===== config.mk =====
export PLATFORM = sky130hd
export DESIGN_NAME = indexed_port_watchdog_timer
export DESIGN_NICKNAME = d
export VERILOG_FILES = /design/src/wdt_pkg.sv /design/src/indexed_port_watchdog_timer.sv /design/src/unit_tick_gen.sv
export SDC_FILE = /design/constraint.sdc
export NUM_CORES = 1
export LEC_CHECK = 0
export BUFFER_PORTS_ARGS = -buffer_cell sky130_fd_sc_hd__buf_2
export CORE_MARGIN = 2
export CORE_UTILIZATION = 60
export DETAILED_ROUTE_END_ITERATION = 10
export PLACE_DENSITY_LB_ADDON = 0.2
export SLEW_MARGIN = 0
export SYNTH_ARGS = -nofsm -noshare
export SYNTH_HDL_FRONTEND = slang
export SYNTH_HIERARCHICAL = 1
export SYNTH_SLANG_ARGS = --single-unit
export TNS_END_PERCENT = 5

===== constraint.sdc =====
create_clock -name CLK_I -period 3.2 [get_ports CLK_I]
set_clock_uncertainty 0.1 [all_clocks]
set_input_delay 0.48 -clock CLK_I [delete_from_list [all_inputs] [get_ports CLK_I]]
set_output_delay 0.48 -clock CLK_I [all_outputs]
set_load 0.02 [all_outputs]

===== src/wdt_pkg.sv =====
// Purpose: shared constants and types for the indexed-port watchdog
// Assumes: host port accesses arrive as one-cycle strobes on CLK_I
// Notes: all offsets, keys, field positions and reset values live here
package wdt_pkg;

    // host i/o port addresses
    localparam logic [15:0] INDEX_PORT = 16'h002e;
    localparam logic [15:0] DATA_PORT = 16'h002f;

    // keys written to the index port
    localparam logic [7:0] UNLOCK_KEY = 8'h87;
    localparam logic [7:0] LOCK_KEY = 8'haa;

    // register indexes
    localparam logic [7:0] REG_LDN = 8'h07;
    localparam logic [7:0] REG_ACT = 8'h30;
    localparam logic [7:0] REG_UNIT = 8'hf5;
    localparam logic [7:0] REG_COUNT = 8'hf6;
    localparam logic [7:0] REG_CTRL = 8'hf7;

    // logical device number of the watchdog set
    localparam logic [7:0] LDN_WDT = 8'h08;

    // field positions
    localparam int ACT_ON_BIT = 0;
    localparam int UNIT_MIN_BIT = 3;
    localparam int KBD_EN_BIT = 6;
    localparam int FORCE_BIT = 5;
    localparam int STATUS_BIT = 4;

    // reset values
    localparam logic [7:0] RST_INDEX = 8'h00;
    localparam logic [7:0] RST_LDN = 8'h00;
    localparam logic [7:0] RST_ACT = 8'h00;
    localparam logic [7:0] RST_UNIT = 8'h00;
    localparam logic [7:0] RST_COUNT = 8'h00;
    localparam logic [7:0] RST_CTRL = 8'h00;
    localparam logic [7:0] IDLE_READ = 8'h00;

    // timing: one second unit at the 125 MHz core clock
    localparam int CLK_PERIOD_NS = 8;
    localparam int UNIT_SEC_NS = 1000000000;
    localparam int SEC_CYCLES = UNIT_SEC_NS / CLK_PERIOD_NS;
    localparam int MIN_UNITS = 60;

    // one host port access
    typedef struct packed {
        logic wr;
        logic rd;
        logic [15:0] addr;
        logic [7:0] data;
    } io_req_type;

    // configuration key sequencer
    typedef enum logic [1:0] {
        KEY_LOCKED = 2'b00,
        KEY_HALF = 2'b01,
        KEY_OPEN = 2'b10
    } key_state_type;

endpackage

===== src/indexed_port_watchdog_timer.sv =====
// Purpose: watchdog reached through an index/data i/o port pair
// Assumes: one host access per strobe cycle, strobes synchronous
// Notes: the timeout action strap is caught once after reset release
`timescale 1ns/1ns
//
// Contract
// - decode index port and next data port
// - two unlock keys open configuration access
// - device select 08 routes to watchdog set
// - activation 01 enables; disabled after reset
// - unit bit 3: seconds default, minutes
// - count zero stops; 1 to 255 counts
// - elapsed count raises interrupt or reset
// - count write reloads and restarts timer
// - control bit 6 lets keyboard reload
// - control bit 5 forces timeout, self-clears
// - control bit 4 reads timeout status
// - lock key ends configuration access
// - interrupt active low until timer reset
// - strap picks system reset or interrupt
module indexed_port_watchdog_timer #(
    parameter int SEC_CYCLES = wdt_pkg::SEC_CYCLES,
    parameter int MIN_UNITS = wdt_pkg::MIN_UNITS
) (
    input wire logic CLK_I,
    input wire logic NRST_I,
    input wire wdt_pkg::io_req_type IO_REQ_I,
    output logic [7:0] IO_RDATA_O,
    output logic IO_RVALID_O,
    input wire logic KBD_ACT_I,
    input wire logic TIMEOUT_ACTION_STRAP_I,
    output logic WDT_IRQ_N_O,
    output logic SYS_RST_O
);
    import wdt_pkg::*;

    // register hit on the current index
    function automatic logic idx_is(input logic [7:0] idx,
                                    input logic [7:0] target);
        idx_is = idx == target;
    endfunction

    key_state_type key_state_reg;
    key_state_type key_state_next;
    logic [7:0] index_reg;
    logic [7:0] index_next;
    logic [7:0] ldn_reg;
    logic [7:0] ldn_next;
    logic act_reg;
    logic act_next;
    logic [7:0] unit_reg;
    logic [7:0] unit_next;
    logic [7:0] count_cfg_reg;
    logic [7:0] count_cfg_next;
    logic kbd_en_reg;
    logic kbd_en_next;
    logic [7:0] cnt_reg;
    logic [7:0] cnt_next;
    logic timeout_reg;
    logic timeout_next;
    logic strap_reg;
    logic strap_seen_reg;
    logic irq_n_reg;
    logic sys_rst_reg;
    logic [7:0] rdata_reg;
    logic [7:0] rdata_next;
    logic rvalid_reg;
    logic tick;

    // port decode
    wire idx_port = IO_REQ_I.addr == INDEX_PORT;
    wire dat_port = IO_REQ_I.addr == DATA_PORT;
    wire idx_wr = IO_REQ_I.wr & idx_port;
    wire dat_wr = IO_REQ_I.wr & dat_port;
    wire dat_rd = IO_REQ_I.rd & dat_port;
    wire any_rd = IO_REQ_I.rd & (idx_port | dat_port);
    wire [7:0] wd = IO_REQ_I.data;
    wire is_open = key_state_reg == KEY_OPEN;

    // data writes land only when open; watchdog set only on its ldn
    wire cfg_wr = dat_wr & is_open;
    wire wdt_sel = ldn_reg == LDN_WDT;
    wire wdt_wr = cfg_wr & wdt_sel;
    wire ldn_wr = cfg_wr & idx_is(index_reg, REG_LDN);
    wire act_wr = wdt_wr & idx_is(index_reg, REG_ACT);
    wire unit_wr = wdt_wr & idx_is(index_reg, REG_UNIT);
    wire count_wr = wdt_wr & idx_is(index_reg, REG_COUNT);
    wire ctrl_wr = wdt_wr & idx_is(index_reg, REG_CTRL);

    // key sequencer: any other index write breaks a half-entered key
    always_comb begin
        key_state_next = key_state_reg;
        if (idx_wr) begin
            case (key_state_reg)
                KEY_LOCKED: begin
                    if (wd == UNLOCK_KEY) begin
                        key_state_next = KEY_HALF;
                    end
                end
                KEY_HALF: begin
                    if (wd == UNLOCK_KEY) begin
                        key_state_next = KEY_OPEN;
                    end else begin
                        key_state_next = KEY_LOCKED;
                    end
                end
                KEY_OPEN: begin
                    if (wd == LOCK_KEY) begin
                        key_state_next = KEY_LOCKED;
                    end
                end
                default: begin
                    key_state_next = KEY_LOCKED;
                end
            endcase
        end
    end

    // index latch; the lock key is not taken as an index
    assign index_next = (idx_wr & is_open & (wd != LOCK_KEY)) ?
        wd : index_reg;

    // configuration register updates
    assign ldn_next = ldn_wr ? wd : ldn_reg;
    assign act_next = act_wr ? wd[ACT_ON_BIT] : act_reg;
    assign unit_next = unit_wr ? wd : unit_reg;
    assign count_cfg_next = count_wr ? wd : count_cfg_reg;
    assign kbd_en_next = ctrl_wr ? wd[KBD_EN_BIT] : kbd_en_reg;

    // countdown control
    wire running = act_reg & (count_cfg_reg != 8'h00) & ~timeout_reg;
    wire kbd_reload = kbd_en_reg & KBD_ACT_I;
    wire reload = count_wr | kbd_reload;
    wire force_to = ctrl_wr & wd[FORCE_BIT];
    wire expire = running & tick & (cnt_reg == 8'h01) & ~reload;

    assign cnt_next = count_wr ? wd :
        kbd_reload ? count_cfg_reg :
        (running & tick) ? cnt_reg - 8'h01 : cnt_reg;

    // a forced timeout wins over a same-cycle reload; expiry does not
    assign timeout_next = force_to | expire |
        (timeout_reg & ~reload);

    // unit prescaler, realigned on every reload
    unit_tick_gen #(
        .SEC_CYCLES(SEC_CYCLES),
        .MIN_UNITS(MIN_UNITS)
    ) u_tick (
        .clk_i(CLK_I),
        .nrst_i(NRST_I),
        .run_i(running),
        .restart_i(reload),
        .minutes_i(unit_reg[UNIT_MIN_BIT]),
        .tick_o(tick)
    );

    // read mux; bit 5 of control always reads back zero
    always_comb begin
        rdata_next = IDLE_READ;
        if (IO_REQ_I.rd & idx_port & is_open) begin
            rdata_next = index_reg;
        end else if (dat_rd & is_open) begin
            if (idx_is(index_reg, REG_LDN)) begin
                rdata_next = ldn_reg;
            end else if (wdt_sel) begin
                case (index_reg)
                    REG_ACT: rdata_next = {7'h00, act_reg};
                    REG_UNIT: rdata_next = unit_reg;
                    REG_COUNT: rdata_next = count_cfg_reg;
                    REG_CTRL: begin
                        rdata_next = IDLE_READ;
                        rdata_next[KBD_EN_BIT] = kbd_en_reg;
                        rdata_next[STATUS_BIT] = timeout_reg;
                    end
                    default: rdata_next = IDLE_READ;
                endcase
            end
        end
    end

    // host-visible state
    always_ff @(posedge CLK_I or negedge NRST_I) begin
        if (!NRST_I) begin
            key_state_reg <= KEY_LOCKED;
            index_reg <= RST_INDEX;
            ldn_reg <= RST_LDN;
            act_reg <= RST_ACT[ACT_ON_BIT];
            unit_reg <= RST_UNIT;
            count_cfg_reg <= RST_COUNT;
            kbd_en_reg <= RST_CTRL[KBD_EN_BIT];
            rdata_reg <= IDLE_READ;
            rvalid_reg <= 1'b0;
        end else begin
            key_state_reg <= key_state_next;
            index_reg <= index_next;
            ldn_reg <= ldn_next;
            act_reg <= act_next;
            unit_reg <= unit_next;
            count_cfg_reg <= count_cfg_next;
            kbd_en_reg <= kbd_en_next;
            rdata_reg <= rdata_next;
            rvalid_reg <= any_rd;
        end
    end

    // timer state and pin drivers
    always_ff @(posedge CLK_I or negedge NRST_I) begin
        if (!NRST_I) begin
            cnt_reg <= RST_COUNT;
            timeout_reg <= 1'b0;
            irq_n_reg <= 1'b1;
            sys_rst_reg <= 1'b0;
        end else begin
            cnt_reg <= cnt_next;
            timeout_reg <= timeout_next;
            irq_n_reg <= ~(timeout_reg & ~strap_reg);
            sys_rst_reg <= timeout_reg & strap_reg;
        end
    end

    // strap caught on the first edge after release, not at reset
    always_ff @(posedge CLK_I or negedge NRST_I) begin
        if (!NRST_I) begin
            strap_reg <= 1'b0;
            strap_seen_reg <= 1'b0;
        end else if (!strap_seen_reg) begin
            strap_reg <= TIMEOUT_ACTION_STRAP_I;
            strap_seen_reg <= 1'b1;
        end
    end

    assign IO_RDATA_O = rdata_reg;
    assign IO_RVALID_O = rvalid_reg;
    assign WDT_IRQ_N_O = irq_n_reg;
    assign SYS_RST_O = sys_rst_reg;
endmodule


===== src/unit_tick_gen.sv =====
// Purpose: one-cycle tick per second or per minute
// Assumes: restart_i realigns the unit boundary to the reload
// Notes: counts stop and clear while run_i is low
`timescale 1ns/1ns
module unit_tick_gen #(
    parameter int SEC_CYCLES = 125000000,
    parameter int MIN_UNITS = 60
) (
    input wire logic clk_i,
    input wire logic nrst_i,
    input wire logic run_i,
    input wire logic restart_i,
    input wire logic minutes_i,
    output logic tick_o
);
    localparam int SW = $clog2(SEC_CYCLES + 1);
    localparam int MW = $clog2(MIN_UNITS + 1);

    logic [SW-1:0] sec_cnt_reg;
    logic [SW-1:0] sec_cnt_next;
    logic [MW-1:0] min_cnt_reg;
    logic [MW-1:0] min_cnt_next;
    logic tick_reg;
    logic tick_next;
    wire hold = restart_i | ~run_i;
    wire sec_done = sec_cnt_reg == SW'(SEC_CYCLES - 1);
    wire min_done = min_cnt_reg == MW'(MIN_UNITS - 1);

    // restart clears both stages so a reload gets a full first unit
    assign sec_cnt_next = (hold | sec_done) ? '0 : sec_cnt_reg + 1'b1;
    assign min_cnt_next = hold ? '0 :
        (sec_done ? (min_done ? '0 : min_cnt_reg + 1'b1) : min_cnt_reg);
    assign tick_next = ~hold & sec_done & (~minutes_i | min_done);
    assign tick_o = tick_reg;

    // prescaler state
    always_ff @(posedge clk_i or negedge nrst_i) begin
        if (!nrst_i) begin
            sec_cnt_reg <= '0;
            min_cnt_reg <= '0;
            tick_reg <= 1'b0;
        end else begin
            sec_cnt_reg <= sec_cnt_next;
            min_cnt_reg <= min_cnt_next;
            tick_reg <= tick_next;
        end
    end
endmodule


; After elaboration in Yosys (flattened, before gate mapping)
; Cells that the tools add are included.
; W data, S select, Z words.
[classes]
eq_ne = 18
reduce_logical = 5
bitwise_logic = 42
add_sub_neg = 3
n_mux = 16
[ops]
columns = cell, count
row1 = $mux W8, 7
row2 = $eq A8 B8 Y1 const B, 5
row3 = $eq A16 B6 Y1 const B, 2
row4 = $pmux W8 S4, 1
row5 = $and A1 B1 Y1, 28
row6 = $add A27 B1 Y27 const B, 1
row7 = $eq A27 B27 Y1 const B, 1
row8 = $mux W27, 1
row9 = $mux W6, 3
row10 = $eq A8 B1 Y1 const B, 1
row11 = $eq A8 B3 Y1 const B, 1
row12 = $eq A8 B4 Y1 const B, 1
row13 = $eq A8 B6 Y1 const B, 1
row14 = $ne A8 B8 Y1 const B, 1
row15 = $reduce_bool A8 Y1, 1
row16 = $sub A8 B1 Y8 const B, 1
row17 = $not A1 Y1, 7
row18 = $or A1 B1 Y1, 7
row19 = $add A6 B1 Y6 const B, 1
row20 = $eq A6 B6 Y1 const B, 1
row21 = $mux W2, 3
row22 = $pmux W2 S3, 1
row23 = $reduce_and A3 Y1, 1
row24 = $reduce_bool A3 Y1, 1
row25 = 6 further kinds, 6
[totals]
wordCells = 102
input_bits = 30
register_bits = 92
output_inout_bits = 11

; Longest topological paths before layout
; Gate-level depths: netlist of run 1.
[logic_depth]
ltp_word = 10
ltp_mapped = 12
ltp_nobuf = 8

; By module
; The synthesis of run 1 kept the hierarchy.
[by_module_without_submodules]
columns = mod, area_per_inst_um2, n_inst, seq_area_each_um2, cells_per_inst
row1 = indexed_port_watchdog_timer, 2994.1, 1, 1452.6, 248
row2 = unit_tick_gen, 1709.1, 1, 850.8, 181

; Least setup slack after synthesis of run 1
; OpenSTA, ideal clock, no wires.
[synth_path]
kind = input -> register
start = input IO_REQ_I[21] (netlist bit)
end = register u_tick.sec_cnt_reg[17]
setup_slack_ps = 514
path_buffers = 3
cell_stages = 10
setup_ps = 121
arrival_time_ps = 2465
required_time_ps = 2979
path_cell_list = nor3_1 > nand4_4 > or4_4 > buf_6 > buf_2 > nand2_1 > nor2b_1 > nand2_1 > buf_2 > nor2_1
[synth_between]
elab_chain_len = 9
[synth_rtl]
columns = item, line
row1 = start: declaration, indexed_port_watchdog_timer.sv:27  ; input wire wdt_pkg::io_req_type IO_REQ_I,
row2 = $eq A16 B6 Y1, indexed_port_watchdog_timer.sv:72  ; wire dat_port = IO_REQ_I.addr == DATA_PORT;
row3 = $and A1 B1 Y1, indexed_port_watchdog_timer.sv:74  ; wire dat_wr = IO_REQ_I.wr & dat_port;
row4 = $and A1 B1 Y1, indexed_port_watchdog_timer.sv:81  ; wire cfg_wr = dat_wr & is_open;
row5 = $and A1 B1 Y1, indexed_port_watchdog_timer.sv:83  ; wire wdt_wr = cfg_wr & wdt_sel;
row6 = $and A1 B1 Y1, indexed_port_watchdog_timer.sv:87  ; wire count_wr = wdt_wr & idx_is(index_reg, REG_COUNT);
row7 = $or A1 B1 Y1, indexed_port_watchdog_timer.sv:133  ; wire reload = count_wr | kbd_reload;
row8 = net reload, indexed_port_watchdog_timer.sv:133
row9 = $or A1 B1 Y1, unit_tick_gen.sv:25  ; wire hold = restart_i | ~run_i;
row10 = $or A1 B1 Y1, unit_tick_gen.sv:30  ; assign sec_cnt_next = (hold | sec_done) ? '0 : sec_cnt_reg + 1'b1;
row11 = $mux W27, unit_tick_gen.sv:30
row12 = net u_tick.sec_cnt_next[17], unit_tick_gen.sv:20  ; logic [SW-1:0] sec_cnt_next;
row13 = end signal: assignment, unit_tick_gen.sv:43  ; sec_cnt_reg <= sec_cnt_next;
row14 = end: declaration, unit_tick_gen.sv:19  ; logic [SW-1:0] sec_cnt_reg;
; The timed path passes the listed nets, and every way through them passes these cells.
; A chain may end at the register's enable or synchronous reset.

; Worst setup path in the final report of run 1
[layout_path]
start = register ldn_reg[0]
end = register u_tick.sec_cnt_reg[18]
[layout_between]
elab_chain_len = 7
[layout_rtl]
columns = item, line
row1 = start: declaration, indexed_port_watchdog_timer.sv:47  ; logic [7:0] ldn_reg;
row2 = start signal: assignment, indexed_port_watchdog_timer.sv:197  ; ldn_reg <= ldn_next;
row3 = $eq A8 B4 Y1, indexed_port_watchdog_timer.sv:82  ; wire wdt_sel = ldn_reg == LDN_WDT;
row4 = $and A1 B1 Y1, indexed_port_watchdog_timer.sv:83
row5 = $and A1 B1 Y1, indexed_port_watchdog_timer.sv:87
row6 = $or A1 B1 Y1, indexed_port_watchdog_timer.sv:133
row7 = net reload, indexed_port_watchdog_timer.sv:133
row8 = $or A1 B1 Y1, unit_tick_gen.sv:25
row9 = $or A1 B1 Y1, unit_tick_gen.sv:30
row10 = $mux W27, unit_tick_gen.sv:30
row11 = net u_tick.sec_cnt_next[18], unit_tick_gen.sv:20
; The timed path passes the listed nets, and every way through them passes these cells.

==> results of run 1 <==
## cells in the final DEF (no fill, tap or decap), drive strengths merged, types with 6 or more instances in the layout
master and instances:
a21oi 12, dfrtp 91, o21ai 6, a22o 7, nor3 16, a221o 9, nand3 13, xor2 11
nor4 9, buf 46, xnor2 18, nand4 15, clkbuf 11, and2 10, nand2 28, and4 6
inv 13, nor2 43, mux2 47
## through the flow
| step | worst slack, ns | cells | area (um2) | total power [mW] |
|---|---|---|---|---|
| finish | 0.440 | 581 | 5220 | 2.03 |
| global route | 0.289 | 581 | 5220 | 2.10 |
| CTS | 0.486 | 581 | 5220 | 2.05 |
| detailed placement | 0.371 | 565 | 5020 | 1.27 |
| global placement | 0.448 | 565 | 5020 | 1.26 |
| floorplan | 0.514 | 429 | 4700 | 1.21 |
## cell families after synthesis
logic type,share of synthesized area [%]
compound gates,7.50
xor+xnor,5.40
fa+ha+maj,1.06
buf+inv,2.31
flops,49.0
mux,13.0
other cells,0.0797
simple gates,21.7
## power breakdown
group | switching [mW] | internal [mW]
clock network | 0.400 | 0.386
registers | 0.00136 | 1.17
logic | 0.0504 | 0.0230
total | 0.452 | 1.58
## metal layers
metal / part of all wire (%) / up-vias / wire (um)
li1: - / 1653 / -
met1: 45 / 1750 / 4450
met2: 48 / 110 / 4790
met3: 4.3 / 24 / 426
met4: 2.8 / 0 / 280
met5: 0 / - / 0
## cell type report
type	count	area, um2
fillers	577	2430
flip-flops and latches	92	2300
multi-input cells	312	2290
repair buffers	46	248
clock buffers	11	141
well taps	102	128
clock inverters	5	61.3
inverters	13	48.8
## worst paths after layout
check,end,depth (start not counted)
worst max-delay path,u_tick/sec_cnt_reg[18],8
worst min register to register,u_tick/sec_cnt_reg[0],1
min in group CLK_I,strap_reg,2
max in group asynchronous,WDT_IRQ_N_O,2
worst max register to register,u_tick/sec_cnt_reg[18],8
worst min-delay path,u_tick/sec_cnt_reg[17],1
==> results.toml, run 1 <==
[routing]
drc_errors = 0
drt_wl_total_mm = 9.95
first_iter_violations = 154
wl_per_cell_um = 17.1
vias = 3537
vias_per_cell = 6.09
drt-pass1-iter-count = 4
drtAntennaViolNets = 0

[synth]
syn_avg_cell_area_um2 = 11.0
netlist-cell-type-count = 56
synth_cells = 429
yosys_warnings = 6
async_reset_ff_share_pct = 100
yosysMostFrequentCell = "dfrtp_1"
synth_edf_count = 0
syn_area_um2 = 4700
synth_area_leaders = "dfrtp_1 48%, mux2_2 9.3%, nor2_1 3.4%"
synthFlopType = "dfrtp_1"
synth.largest_area_cell = "dfrtp_1"
synth-seq-cells = 92
synth.top_cells.by_count = "91 x dfrtp_1, 43 x nor2_1, 39 x mux2_2"
syn_nets = 463
synth_top_area_share_pct = 48.4
seq_area_frac_synth_pct = 49.0

[cells_and_area]
nets = 508
largest_register_ffs = 27
drive_above_1_share_pct = 24.6
n_antenna_cell = 0
fin_util_pct = 68.3
area_delta_synth_final_pct = 11.0

[sta]
setup_tns_ns = 0
timing.fmax_ghz = 0.362
hold_viol_final = 0
slew_headroom_pct = 45.7
slew_violations = 0
holdWs_ns = 0.0430
period_needed_ns = 2.76
finalCritPeriodShare_pct = 86.3
finalSetupViolCount = 0
worst_slew_pin_slew_ns = 0.813
rsz0062_at_grt = "no"

[floorplanning]
rows = 32
core_um2 = 7650
die_h_um = 92.5
ios = 41
die_area_um2 = 8560
die_w_um = 92.5
initial_core_util_pct = 61.5

[global_route]
grt_overflow_total = 0
antenna_found_initial = 0
use_met2_pct = 40.3
grtUsageMet3_pct = 3.50
grt_pass1_wl_mm = 16.6
grt_usage_pct = 24.8
grt_max_degree = 54
busiest_layer = "met2"
grtUsageMet1_pct = 33.3
grt_pass1_vias = 3426

[clocking]
clk_latency_ns = 0.36
htreeDepth = 3
clock-sinks = 92
cts_buffers = 9
path_clk_slew_ns = 0.09
cts_tree = "built"
clockBufferDepth = 2
hold_buffers = 0
post_cts_buffers = 0
ctsRootBufferMaster = "clkbuf_8"
cts_resized = 0

[worst_setup_path]
crit_chain = "nor4b_1 > nand3_1 > or4_4 > nand2_1 > nor2b_1 > nand2_1 > buf_4 > nor2_1"
r2r_setup_slack_ns = 0.44
required_ns = 3.34
crit_type = "flip-flop to flip-flop"
worst_path_max_delay_cell = "or4_4"
critPathBufInv = 1
cpPeakStageDelay_ns = 0.68
crit_start = "ldn_reg[0]"
critPathMaxFanout = 26
path_common_cell = "nand2_1"
worstSetupStartpointType = "flip-flop"
rr_startpoint = "ldn_reg[0]"
end_kind = "flip-flop"
crit_arrival_ns = 2.90
critical-path-top-delay-family = "simple AND/OR/NAND/NOR gates"

[outcome]
outcome = "finished clean"

[placed_design]
gp_congestion = 0.908
port-buffer-count = 40
dp_hpwl_mm = 7.24

[power_and_ir_drop]
power.leakage_nw = 2.37
irDropWorstVdd_mv = 0.277
p_per_area_nw_per_um2 = 388

[run]
max-cap-violations = 0

[min_path]
hp-class = "input port to asynchronous set/reset pin"
No activity file was read; power rests on OpenSTA's default activity.
==> run 2, diff against run 1 <==
- RECOVER_POWER: default -> 25
==> run 2 against run 1 <==
  * Cell area about the same
  * First-iteration DRC count unchanged
  * Power about the same
  * Non-clock buffer count unchanged
  * Sequential share of layout area hardly changed
  * Count of clock-buffer cells in the layout unchanged
  * Sequential power barely moved
  * Critical path depth is the same
  * Critical path type unchanged
==> results.toml, run 2 (synthesized netlist as in run 1, its figures left out) <==
[outcome]
outcome = "finished clean"

[clocking]
hold_buffers = 0
clk_latency_ns = 0.36
clockBufferDepth = 2
path_clk_slew_ns = 0.09
cts_resized = 0
htreeDepth = 3
ctsRootBufferMaster = "clkbuf_8"
cts_tree = "built"
clock-sinks = 92
post_cts_buffers = 0
cts_buffers = 9

[power_and_ir_drop]
power.leakage_nw = 2.37
irDropWorstVdd_mv = 0.277
power.total_mw = 2.03
p_per_area_nw_per_um2 = 388

[placed_design]
gp_congestion = 0.908
port-buffer-count = 40
dp_hpwl_mm = 7.24
pre_cts_ws_ns = 0.371

[sta]
worst_slew_pin_slew_ns = 1.30
finalCritPeriodShare_pct = 86.3
hold_viol_final = 0
rsz0062_at_grt = "no"
finalSetupViolCount = 0
slew_violations = 0
period_needed_ns = 2.76
slew_headroom_pct = 13.1
setup_slack_ns = 0.440
timing.fmax_ghz = 0.362
setup_tns_ns = 0

[cells_and_area]
multiInputGateArea_um2 = 2290
register_area_um2 = 2300
final_common_cell = "dfrtp_1"
drive_above_1_share_pct = 24.6
nets = 508
n_antenna_cell = 0
final_cell_mix = "91 x dfrtp_1, 43 x nor2_1, 39 x mux2_2, 39 x buf_2, 28 x nand2_1"
area_delta_synth_final_pct = 11.0
fill_cells = 578
largest_register_ffs = 27

[worst_setup_path]
required_ns = 3.34
r2r_end = "u_tick/sec_cnt_reg[18]"
worstSetupStartpointType = "flip-flop"
r2r_setup_slack_ns = 0.44
crit_arrival_ns = 2.90
critPathMaxFanout = 26
crit_type = "flip-flop to flip-flop"
rr_startpoint = "ldn_reg[0]"
end_kind = "flip-flop"
r2r_cells = 8

[floorplanning]
rows = 32
die_area_um2 = 8560
ios = 41
die_h_um = 92.5
die_w_um = 92.5
core_um2 = 7650
initial_core_util_pct = 61.5

[routing]
vias_per_cell = 6.09
first_iter_violations = 154
vias = 3537
drc_errors = 0
drtAntennaViolNets = 0
wl_per_cell_um = 17.1
drt-pass1-iter-count = 4
drt_wl_total_mm = 9.95

[global_route]
grt_pass1_wl_mm = 16.6
grt_overflow_total = 0
grt_max_degree = 54
grt_usage_pct = 24.8
antenna_found_initial = 0
grt_pass1_vias = 3426

[run]
max-cap-violations = 0

[min_path]
hold_depth = 2
hp-class = "input port to flip-flop"
hold_end = "strap_reg"
hold_start = "TIMEOUT_ACTION_STRAP_I"
## run 2: changes by cell type in the layout (fill, tap and decap cells not counted), sizes merged
cell	before	now
buf	46	45
clkbuf	11	12
## run 2: cell type report
cell class,count,share of cell area (%)
Clock buffer,11,2.71
Clock inverter,5,1.17
Inverter,13,0.935
Multi-Input combinational cell,312,43.9
Sequential cell,92,44.1
Tap cell,102,2.45
Timing Repair Buffer,46,4.70
## run 2: routing by layer
metal / track usage [%] / share of wire [%] / routed length, um / vias to the layer above
met5: 0 / 0 / 0 / -
met4: 11.3 / 2.8 / 280 / 0
met3: 3.50 / 4.3 / 426 / 24
met2: 40.3 / 48 / 4790 / 110
met1: 33.3 / 45 / 4450 / 1750
li1: - / - / - / 1653
## run 2: critical path, cell delays in order, from the launching register on
cell and delay [ns]:
dfrtp_1 0.43, nor4b_1 0.50, nand3_1 0.20, or4_4 0.68, nand2_1 0.17, nor2b_1 0.10
nand2_1 0.07, buf_4 0.27, nor2_1 0.10
## run 2: worst max-delay path by stage
stage	from	endpoint	slack, ns	cells after the start
after global routing	ldn_reg[0]	u_tick/sec_cnt_reg[8]	0.29	8
after floorplan	IO_REQ_I[21]	u_tick/sec_cnt_reg[17]	0.51	10
after detailed placement	IO_REQ_I[21]	u_tick/sec_cnt_reg[7]	0.37	9
final	ldn_reg[0]	u_tick/sec_cnt_reg[18]	0.44	8
after CTS	ldn_reg[0]	u_tick/sec_cnt_reg[18]	0.49	8
after global placement	IO_REQ_I[21]	u_tick/sec_cnt_reg[20]	0.45	9
## run 2: report_power, final
part	internal [mW]	leakage (nW)	switching, mW
Sequential	1.17	1.23	0.00136
Clock	0.386	0.103	0.400
Combinational	0.0227	1.03	0.0504
## run 2: stage by stage
step / std cells / area [um2] / utilization (%) / hold WS [ns]
after floorplan: 429 / 4700 / - / 0.0844
final: 581 / 5220 / 68.2 / 0.254
after CTS: 581 / 5220 / 68.3 / 0.0657
after global placement: 565 / 5020 / 65.6 / 0.355
after detailed placement: 565 / 5020 / 65.6 / 0.369
after global routing: 581 / 5220 / 68.2 / 0.250
==> run 3, diff against run 2 <==
==> constraint.sdc (replaced) <==
create_clock -name CLK_I -period 3.2 [get_ports CLK_I]
set_clock_uncertainty 0.1 [all_clocks]
set_input_delay 0 -clock CLK_I [delete_from_list [all_inputs] [get_ports CLK_I]]
set_output_delay 0 -clock CLK_I [all_outputs]
set_load 0.02 [all_outputs]
==> run 3 against run 2 <==
  * The flow now finishes with violations (max-capacitance violations, max-slew violations)
  * Power is 0.71% higher
  * Clock power hardly changed
  * Critical path type unchanged
  * Non-clock buffer count is 13 higher
  * Combinational power is 18% higher
  * Die area stayed put
  * Largest power group unchanged
  * Routed wire length is 4.6% higher
  * Global-route usage is 1.1 points higher
  * Flip-flop and latch count stayed put
==> results.toml, run 3 (synthesized netlist as in run 1, its figures left out) <==
[outcome]
outcome = "complete, but fails checks"
violations = "max-capacitance violations, max-slew violations"

[sta]
slew_headroom_pct = -54.2
timing.fmax_ghz = 0.363
holdWs_ns = 0.0587
setup_slack_ns = 0.446
period_needed_ns = 2.75
finalCritPeriodShare_pct = 86.1
setup_tns_ns = 0
hold_viol_final = 0
rsz0062_at_grt = "no"
worst_slew_pin_slew_ns = 2.31
finalSetupViolCount = 0
slew_violations = 44

[floorplanning]
die_w_um = 92.5
die_area_um2 = 8560
die_h_um = 92.5
core_um2 = 7650
rows = 32
initial_core_util_pct = 61.5
ios = 41

[global_route]
antenna_found_initial = 0
grt_pass1_wl_mm = 17.3
grt_overflow_total = 0
grt_usage_pct = 26.0
grt_max_degree = 44
grt_pass1_vias = 3509

[routing]
wl_per_cell_um = 17.5
drc_errors = 0
drt-pass1-iter-count = 5
drtAntennaViolNets = 0
vias = 3557
drt_wl_total_mm = 10.4
vias_per_cell = 5.99
first_iter_violations = 148

[worst_setup_path]
critPathMaxFanout = 26
required_ns = 3.33
crit_arrival_ns = 2.89
r2r_setup_slack_ns = 0.45
worstSetupStartpointType = "flip-flop"
end_kind = "flip-flop"
crit_type = "flip-flop to flip-flop"

[clocking]
post_cts_buffers = 0
ctsRootBufferMaster = "clkbuf_8"
cts_resized = 0
clockBufferDepth = 2
htreeDepth = 3
clk_latency_ns = 0.36
hold_buffers = 15
clock-sinks = 92
path_clk_slew_ns = 0.09
cts_buffers = 9
cts_tree = "built"

[cells_and_area]
area_delta_synth_final_pct = 13.6
fin_util_pct = 69.9
fill_cells = 568
final_cells = 594
register_area_um2 = 2300
largest_register_ffs = 27
multiInputGateArea_um2 = 2290
drive_above_1_share_pct = 22.8
final_cell_area_um2 = 5340
final_cell_mix = "91 x dfrtp_1, 43 x nor2_1, 39 x mux2_2"
final_common_cell = "dfrtp_1"
nets = 521
n_antenna_cell = 0

[power_and_ir_drop]
p_per_area_nw_per_um2 = 382
irDropWorstVdd_mv = 0.330
power.total_mw = 2.04
power.leakage_nw = 2.40

[placed_design]
place_area_um2 = 5000
dp_hpwl_mm = 7.41
gp_congestion = 0.899
pre_cts_ws_ns = 0.511
dp_cells = 563
port-buffer-count = 40

[run]
max-cap-violations = 1

[min_path]
hp-class = "input port to flip-flop"
## run 3: cell type report
| type | instances | area share, % |
|---|---|---|
| sequential | 92 | 43.1 |
| multi-input combinational | 312 | 42.9 |
| timing repair buffer | 59 | 7.00 |
| tap | 102 | 2.39 |
| clock buffer | 9 | 2.32 |
| clock inverter | 7 | 1.38 |
| inverter | 13 | 0.913 |
## run 3: metal layers
layer  wire (um)  up-vias  track usage [%]  part of all wire [%]
li1            -     1682                -                     -
met1        4540     1761             34.1                    44
met2        5310       97             43.0                    51
met3         410       17             5.45                   3.9
met4         161        0             8.96                   1.5
met5           0        -                0                     0
## run 3: where the power goes
part           total [mW]  internal (mW)  switching (mW)  leakage [nW]
combinational      0.0861         0.0327          0.0534          1.06
sequential           1.17           1.17         0.00162          1.23
clock               0.787          0.366           0.422         0.100
## run 3: worst max-delay path: stages (launching register included)
cell	delay (ns)
dfrtp_1	0.54
nor2b_1	0.56
nand3_1	0.15
or4_4	0.60
nand2_1	0.16
nor2b_1	0.10
nand2_1	0.06
buf_4	0.27
nor2_1	0.09
## run 3: path summary, 6_finish.rpt
check                                      start                endpoint  cells past startpoint
max in group asynchronous                 NRST_I             unit_reg[7]                      3
min in group asynchronous                 NRST_I  u_tick/sec_cnt_reg[26]                      2
hold reg to reg            u_tick/sec_cnt_reg[0]   u_tick/sec_cnt_reg[0]                      1
setup reg to reg                    index_reg[1]  u_tick/sec_cnt_reg[25]                      8
setup / recovery                    index_reg[1]  u_tick/sec_cnt_reg[25]                      8
hold / removal                         KBD_ACT_I              cnt_reg[7]                      5
